$ cat config.mk
export PLATFORM = sky130hd
export DESIGN_NAME = adc_ctrl
export DESIGN_NICKNAME = d
export VERILOG_FILES = /design/src/hw/adc_ctrl_pkg.sv /design/src/hw/result_fifo.sv /design/src/hw/adc_ctrl.sv
export SDC_FILE = /design/constraint.sdc
export NUM_CORES = 1
export LEC_CHECK = 0
export BUFFER_PORTS_ARGS = -buffer_cell sky130_fd_sc_hd__buf_2
export CAP_MARGIN = 20
export CELL_PAD_IN_SITES_DETAIL_PLACEMENT = 1
export CELL_PAD_IN_SITES_GLOBAL_PLACEMENT = 2
export CORE_UTILIZATION = 25
export DETAILED_ROUTE_END_ITERATION = 16
export PLACE_DENSITY = 0.61
export RECOVER_POWER = 100
export SYNTH_ARGS = -nofsm -noshare
export SYNTH_HDL_FRONTEND = slang
export SYNTH_SLANG_ARGS = --single-unit
$ cat constraint.sdc
create_clock -name ref_clk -period 3.2 [get_ports ref_clk]
set_input_delay 0.16 -clock ref_clk [delete_from_list [all_inputs] [get_ports ref_clk]]
set_output_delay 0.16 -clock ref_clk [all_outputs]
set_load 0.01 [all_outputs]
$ cat src/hw/adc_ctrl_pkg.sv
// Shared constants and types for the converter control block.
package adc_ctrl_pkg;

  // ****************************************************************
  // Widths and timing
  // ****************************************************************
  localparam int          RESULT_W        = 16;
  localparam int          HALF_W          = 8;
  localparam int          CLK_PERIOD_NS   = 100;
  localparam int          CONV_TIME_NS    = 1130;
  localparam int          ACQ_TIME_NS     = 200;
  localparam int          CONV_CYCLES     = CONV_TIME_NS / CLK_PERIOD_NS;
  localparam int          ACQ_CYCLES      = (ACQ_TIME_NS + CLK_PERIOD_NS - 1) / CLK_PERIOD_NS;
  localparam int          CNT_W           = 8;
  localparam int          FIFO_DEPTH      = 8;
  localparam logic [7:0]  FOLD_FILL       = 8'hff;
  localparam logic [15:0] RESULT_RESET    = 16'h0000;
  localparam logic [15:0] LFSR_SEED       = 16'h1d2b;
  localparam logic [15:0] LFSR_TAPS       = 16'hb400;

  // ****************************************************************
  // Converter states
  // ****************************************************************
  typedef enum logic [1:0] {
    ST_IDLE,
    ST_ACQUIRE,
    ST_CONVERT
  } conv_state_e;

endpackage

$ cat src/hw/result_fifo.sv
// Small synchronous FIFO with registered read data.
`timescale 1ns/1ps
`default_nettype none
module result_fifo #(
  parameter int WIDTH = 16,
  parameter int DEPTH = 8
) (
  input  wire logic             ref_clk,
  input  wire logic             arst_n,
  input  wire logic [WIDTH-1:0] in_data,
  input  wire logic             in_valid,
  output logic                  in_ready,
  output logic [WIDTH-1:0]      out_data,
  output logic                  out_valid,
  input  wire logic             out_ready
);

  localparam int AW = $clog2(DEPTH);

  // ****************************************************************
  // Storage and pointers
  // ****************************************************************
  typedef struct packed {
    logic [AW-1:0] wr_ptr;
    logic [AW-1:0] rd_ptr;
    logic [AW:0]   count;
    logic [WIDTH-1:0] dout;
    logic          dvalid;
  } fifo_s;

  logic [WIDTH-1:0] mem_r [DEPTH];
  fifo_s            st_r;
  fifo_s            st_nxt;
  logic             push;
  logic             pop;
  logic             mem_empty;
  logic             deq;

  // The count holds every word, the one in the output register included.
  assign mem_empty = (st_r.count == (AW+1)'(st_r.dvalid));
  assign in_ready  = (st_r.count != (AW+1)'(DEPTH));
  assign push      = in_valid && in_ready;
  assign deq       = out_ready && st_r.dvalid;
  assign pop       = !mem_empty && (!st_r.dvalid || out_ready);
  assign out_valid = st_r.dvalid;
  assign out_data  = st_r.dout;

  always_comb begin
    st_nxt = st_r;
    if (deq) begin
      st_nxt.dvalid = 1'b0;
    end
    if (pop) begin
      st_nxt.dout   = mem_r[st_r.rd_ptr];
      st_nxt.dvalid = 1'b1;
      st_nxt.rd_ptr = (st_r.rd_ptr == AW'(DEPTH-1)) ? '0 : st_r.rd_ptr + 1'b1;
    end
    if (push) begin
      st_nxt.wr_ptr = (st_r.wr_ptr == AW'(DEPTH-1)) ? '0 : st_r.wr_ptr + 1'b1;
    end
    st_nxt.count = st_r.count + (AW+1)'(push) - (AW+1)'(deq);
  end

  always_ff @(posedge ref_clk or negedge arst_n) begin
    if (!arst_n) begin
      st_r <= '0;
    end else begin
      st_r <= st_nxt;
    end
  end

  always_ff @(posedge ref_clk) begin
    if (push) begin
      mem_r[st_r.wr_ptr] <= in_data;
    end
  end

endmodule
`default_nettype wire

$ cat src/hw/adc_ctrl.sv
// Conversion control and parallel result readout of a sampling converter.
//
// How it works
// - Busy is high for the whole conversion and low at every other time.
// - A falling trigger with chip select low and room in the result FIFO ends acquisition and freezes the sampled input XORed with the LFSR word for conversion.
// - A falling chip select in the idle state starts a new acquisition period.
// - With fold select at zero the full result appears on bus lines fifteen to zero.
// - With fold select at one result bits seven to zero go on the upper lines, lower lines all ones.
// - The read strobe acts as output enable and puts the previous result on the bus.
// - All four chip select and read strobe styles work, both low giving automatic output.
// - Busy rises right after the trigger falls and drops when the conversion ends.
// - Sampling starts at busy falling with chip select low, else at chip select falling.
// - The bus is driven from one cycle after chip select and read strobe are both sampled low until one cycle after either rises.
`timescale 1ns/1ps
`default_nettype none
module adc_ctrl #(
  parameter int CONV_CNT = adc_ctrl_pkg::CONV_CYCLES,
  parameter int DEPTH    = adc_ctrl_pkg::FIFO_DEPTH
) (
  input  wire logic                            ref_clk,
  input  wire logic                            arst_n,
  input  wire logic                            conversion_trigger_n,
  input  wire logic                            cs_n,
  input  wire logic                            rd_n,
  input  wire logic                            fold_sel,
  input  wire logic [adc_ctrl_pkg::RESULT_W-1:0] analog_code,
  output logic                                 busy,
  output logic                                 sampling,
  output logic [adc_ctrl_pkg::RESULT_W-1:0]    bus_out,
  output logic [adc_ctrl_pkg::RESULT_W-1:0]    bus_oe,
  input  wire logic                            result_ready,
  output logic                                 result_valid,
  output logic [adc_ctrl_pkg::RESULT_W-1:0]    result_data
);

  import adc_ctrl_pkg::*;

  // ****************************************************************
  // State
  // ****************************************************************
  typedef struct packed {
    conv_state_e         state;
    logic [CNT_W-1:0]    cnt;
    logic                trig_d;
    logic                cs_d;
    logic [RESULT_W-1:0] held;
    logic [RESULT_W-1:0] result;
    logic [RESULT_W-1:0] lfsr;
    logic [RESULT_W-1:0] bus_data;
    logic                bus_en;
  } ctrl_s;

  ctrl_s               st_r;
  ctrl_s               st_nxt;
  logic                trig_fall;
  logic                cs_fall;
  logic                fifo_in_ready;
  logic [RESULT_W-1:0] bus_view;
  logic                conv_last;

  assign trig_fall = st_r.trig_d && !conversion_trigger_n;
  assign cs_fall   = st_r.cs_d && !cs_n;
  // The result is pushed in the last conversion cycle, so the room check at the next trigger is exact.
  assign conv_last = (st_r.state == ST_CONVERT) && (st_r.cnt == CNT_W'(CONV_CNT - 1));

  // ****************************************************************
  // Result view on the bus
  // ****************************************************************
  always_comb begin
    if (fold_sel) begin
      bus_view = {st_r.result[HALF_W-1:0], FOLD_FILL};
    end else begin
      bus_view = st_r.result;
    end
  end

  // ****************************************************************
  // Conversion sequencer
  // ****************************************************************
  always_comb begin
    st_nxt        = st_r;
    st_nxt.trig_d = conversion_trigger_n;
    st_nxt.cs_d   = cs_n;
    st_nxt.lfsr   = st_r.lfsr[0] ? ((st_r.lfsr >> 1) ^ LFSR_TAPS) : (st_r.lfsr >> 1);
    case (st_r.state)
      ST_IDLE: begin
        if (cs_fall) begin
          st_nxt.state = ST_ACQUIRE;
        end
      end
      ST_ACQUIRE: begin
        if (trig_fall && !cs_n && fifo_in_ready) begin
          st_nxt.held  = analog_code ^ st_r.lfsr;
          st_nxt.cnt   = '0;
          st_nxt.state = ST_CONVERT;
        end
      end
      ST_CONVERT: begin
        st_nxt.cnt = st_r.cnt + 1'b1;
        if (conv_last) begin
          st_nxt.result = st_r.held;
          if (!cs_n) begin
            st_nxt.state = ST_ACQUIRE;
          end else begin
            st_nxt.state = ST_IDLE;
          end
        end
      end
      default: begin
        st_nxt.state = ST_IDLE;
      end
    endcase
    st_nxt.bus_en   = !cs_n && !rd_n;
    st_nxt.bus_data = bus_view;
  end

  always_ff @(posedge ref_clk or negedge arst_n) begin
    if (!arst_n) begin
      st_r        <= '0;
      st_r.state  <= ST_IDLE;
      st_r.trig_d <= 1'b1;
      st_r.cs_d   <= 1'b1;
      st_r.result <= RESULT_RESET;
      st_r.lfsr   <= LFSR_SEED;
    end else begin
      st_r <= st_nxt;
    end
  end

  // ****************************************************************
  // Outputs
  // ****************************************************************
  assign busy     = (st_r.state == ST_CONVERT);
  assign sampling = (st_r.state == ST_ACQUIRE);
  assign bus_out  = st_r.bus_data;
  assign bus_oe   = {RESULT_W{st_r.bus_en}};

  // ****************************************************************
  // Result stream
  // ****************************************************************
  result_fifo #(
    .WIDTH (RESULT_W),
    .DEPTH (DEPTH)
  ) u_fifo (
    .ref_clk   (ref_clk),
    .arst_n    (arst_n),
    .in_data   (st_r.held),
    .in_valid  (conv_last),
    .in_ready  (fifo_in_ready),
    .out_data  (result_data),
    .out_valid (result_valid),
    .out_ready (result_ready)
  );

endmodule
`default_nettype wire

==> impl_metrics.csv <==
group,metric,value,unit
run_status,outcome,"finished with violations",
run_status,violations,"max-capacitance violations, max-slew violations",
timing,hold_ws,0.136,ns
clocking,path_clk_slew,0.06,ns
drt,drt_iter0_drc,244,
timing,maxSlewHeadroom,-0.267,
setup_path,regToRegEndpoint,"u_fifo.mem_r[0][10]",
timing,tns,0,ns
synthesis,synth_top_family_by_area,"multiplexers",
timing,setup_viol_count_final,0,
setup_path,cp_data_required_time,3.39,ns
timing,skew,0.0241,ns
cells_and_area,multiInputGateArea,2310,µm²
min_path,hold_start,"fold_sel",
synthesis,syn_nets,607,
placement,io_buffers,73,
synthesis,synth_compound_area_frac,0.0289,
cells_and_area,final_area,10900,µm²
timing,timing.fmax,402,MHz
setup_path,crit_type,"flop to flop",
synthesis,synthSimpleGateAreaFrac,0.0511,
die,start_util,0.254,
drt,vias,4769,
run,drv_cap,2,
cells_and_area,syn2layout_area_growth,16.5,%
synthesis,synth_area,9340,µm²
power,power_density,825,nW/µm²
die,dieArea,38100,µm²
setup_path,worst-r2r-cell-count,6,
clocking,clk_path_buf_depth,3,
setup_path,r2r_start,"st_r[75]",
cells_and_area,n_antenna_cell,0,
clocking,cts_tree,"built",
global_routing,antenna_found_initial,0,
clocking,htreeDepth,1,
placement,place_area,9960,µm²
synthesis,synth_cells,571,
drt,first_pass_iters,4,
global_routing,grt_pass1_wl,31800,µm
drt,wl_met3,885,µm
synthesis,avgSynthCellArea,16.4,µm²
die,coreArea,36700,µm²
placement,dp_cells,1059,
setup_path,endpoint,"u_fifo.mem_r[0][10]",
cells_and_area,register_area,6460,µm²
timing,finalMaxSlewViolations,64,
drt,wirelength,20000,µm
global_routing,grt_max_degree,45,
drt,wl_met1,9280,µm
timing,tightest_slew,1.90,ns
cells_and_area,final_nets,675,
synthesis,yosysUniqueCellTypes,46,
drt,drtAntennaViolNets,0,
placement,dp_hpwl,13400,µm
cells_and_area,stdcell_count,1127,
synthesis,synthXorXnorAreaFrac,0.0235,
synthesis,yosys-mux-area-fraction,0.131,
setup_path,path_cells,"nand2b_1 -> inv_1 -> nand4_1 -> or2_0 -> nor3_1 -> buf_4",
setup_path,endpoint_kind,"flop",
clocking,cts_root_buffer,"clkbuf_16",
clocking,worstSkewPairLatency,0.53,ns
timing,post-route-period-util,0.777,
synthesis,synthArstFlopShare,0.448,
setup_path,cp-startpoint,"st_r[75]",
timing,rsz0062_at_grt,"false",
synthesis,synth-adder-area-share,0.0182,
synthesis,synth-edff-count,128,
power,max-vdd-ir-drop,0.382,mV
timing,hold_viol_final,0,
die,die_x,195,µm
setup_path,cpPeakStageDelay,0.38,ns
drt,vias_per_cell,4.23,
die,die_h,195,µm
clocking,cts_sinks,232,
power,leakagePower,4.18,nW
drt,route.detailed.drc,0,
setup_path,cp_slowest_cell,"dfrtp_1",
synthesis,synth_ff_type,"edfxtp_1",
die,ios,74,
min_path,holdCritPathClass,"input port to flop",
placement,globalplace.congestion,0.714,
cells_and_area,fill_cells,3844,
clocking,cts.repair.resized,0,
synthesis,yosysWarnings,0,
synthesis,ys_seq_elements,232,
setup_path,cp-start-kind,"flop",
clocking,cts_made_buffers,26,
global_routing,grtUsageTotal,0.109,
drt,routedWlPerCell,17.7,µm
setup_path,crit_fanout,16,
drt,top_layer,"met4",
synthesis,yosysSeqAreaShare,0.692,
timing,post-route-min-period,2.49,ns
setup_path,cp.arrival,2.68,ns
drt,route.met2.wl,9420,µm
placement,place_ws,0.915,ns
die,rows,70,
timing,worst_slack,0.713,ns
global_routing,grt_overflow,0,
global_routing,grt_pass1_vias,5219,
setup_path,ff2ff_setup_slack,0.71,ns
cells_and_area,drive_above_1_share,0.191,
## power by group
part / leakage [nW] / internal (mW) / total (mW) / switching, mW
sequential: 2.48 / 3.73 / 4.36 / 0.628
clock: 0.411 / 1.79 / 2.97 / 1.18
combinational: 1.28 / 0.824 / 1.65 / 0.831
total: 4.18 / 6.34 / 8.98 / 2.63
## area by class of cell
type	instances	area share
sequential	232	0.594
multi-input combinational	256	0.212
clock buffer	35	0.0647
timing repair buffer	111	0.0569
tap	468	0.0538
clock inverter	13	0.0146
inverter	12	0.00414
## cells in the mapped netlist (3+ instances only)
cell / number / area, µm²
nor3_1: 3 / 15.0
mux4_2: 32 / 721
xnor2_1: 20 / 175
a21oi_1: 3 / 15.0
mux2i_1: 17 / 170
buf_2: 8 / 40.0
xor2_1: 5 / 43.8
nor2_1: 7 / 26.3
nand2_1: 43 / 161
mux2_1: 7 / 78.8
dfrtp_1: 94 / 2350
ha_1: 12 / 150
inv_1: 11 / 41.3
clkbuf_1: 9 / 33.8
or2_2: 8 / 50.1
dfstp_2: 10 / 263
o21ai_0: 21 / 105
o21ai_1: 19 / 95.1
nand2b_1: 5 / 31.3
nand3_1: 10 / 50.1
and2_1: 3 / 18.8
buf_4: 51 / 383
edfxtp_1: 128 / 3840
mux2_2: 9 / 101
mux2_4: 10 / 150
## worst max-delay path: cells and delay by family, from the launching register on
family	cells	cell delay [ns]
simple gates	4	1.11
buf+inv	2	0.63
flops	1	0.38
## logic make-up after synthesis
group	Yosys count
buffers and inverters	83
XOR/XNOR	25
AO/OA/AOI/OAI	50
adder cells (fa/ha/maj)	13
flip-flops	232
AND/OR/NAND/NOR	93
multiplexers	75
## worst min-delay path by stage
stage | endpoint | slack, ns | depth (start not counted)
3_3_place_gp | bus_out[6] | 0.20 | 1
6_report | bus_out[7] | 0.14 | 2
3_5_place_dp | bus_out[6] | 0.22 | 1
5_1_grt | bus_out[12] | 0.14 | 2
4_1_cts | bus_out[13] | 0.13 | 2
2_1_floorplan | bus_oe[0] | -0.14 | 0
## timing repair
item | in CTS | in global routing
hold endpoints to repair | 58 | 0
hold buffers | 20 | 0
setup buffers | 0 | 0
## layer usage
layer / track usage / up-vias
li1: - / 2173
met1: 0.148 / 2462
met2: 0.180 / 106
met3: 0.0214 / 28
met4: 0.0239 / 0
met5: 0 / -
## flip-flops by register name, indices dropped and copies added, names as in the netlist
name and flops:
bus_out 16, u_fifo.out_valid 1, st_r 60, u_fifo.mem_r 128, u_fifo.st_r 10, bus_oe 1
u_fifo.out_data 16
## metrics by stage
stage | util | power [mW]
after floorplan | - | 5.58
after global placement | 0.271 | 6.10
after detailed placement | 0.271 | 6.21
after CTS | 0.300 | 9.23
after global routing | 0.296 | 9.50
final | 0.296 | 8.98
## cell usage in the layout, fill, tap and decap left out, types with 2 or more instances in the layout
master / Yosys / final
clkinvlp_4: 0 / 2
a21oi_1: 3 / 3
mux2_1: 7 / 17
nand2_1: 43 / 44
dlygate4sd3_1: 0 / 20
and3_1: 2 / 2
edfxtp_1: 128 / 128
o21ai_0: 21 / 37
inv_1: 11 / 12
clkinv_1: 0 / 4
a21o_1: 2 / 2
clkbuf_16: 0 / 26
nor3b_1: 2 / 2
buf_2: 8 / 19
xnor2_1: 20 / 20
nor2_1: 7 / 7
nand2b_1: 5 / 5
mux4_2: 32 / 32
clkbuf_2: 0 / 4
nor3_1: 3 / 3
mux2_2: 9 / 8
buf_4: 51 / 13
ha_1: 12 / 12
nand4_1: 2 / 3
dfrtp_1: 94 / 94
bufinv_16: 0 / 3
or2_2: 8 / 8
dfstp_1: 0 / 7
dfstp_2: 10 / 3
mux2i_1: 17 / 17
nand3_1: 10 / 10
and2_0: 0 / 3
clkbuf_8: 0 / 2
clkbuf_1: 9 / 62
o21ai_1: 19 / 3
xor2_1: 5 / 5
(Power assumes the default switching activity.)
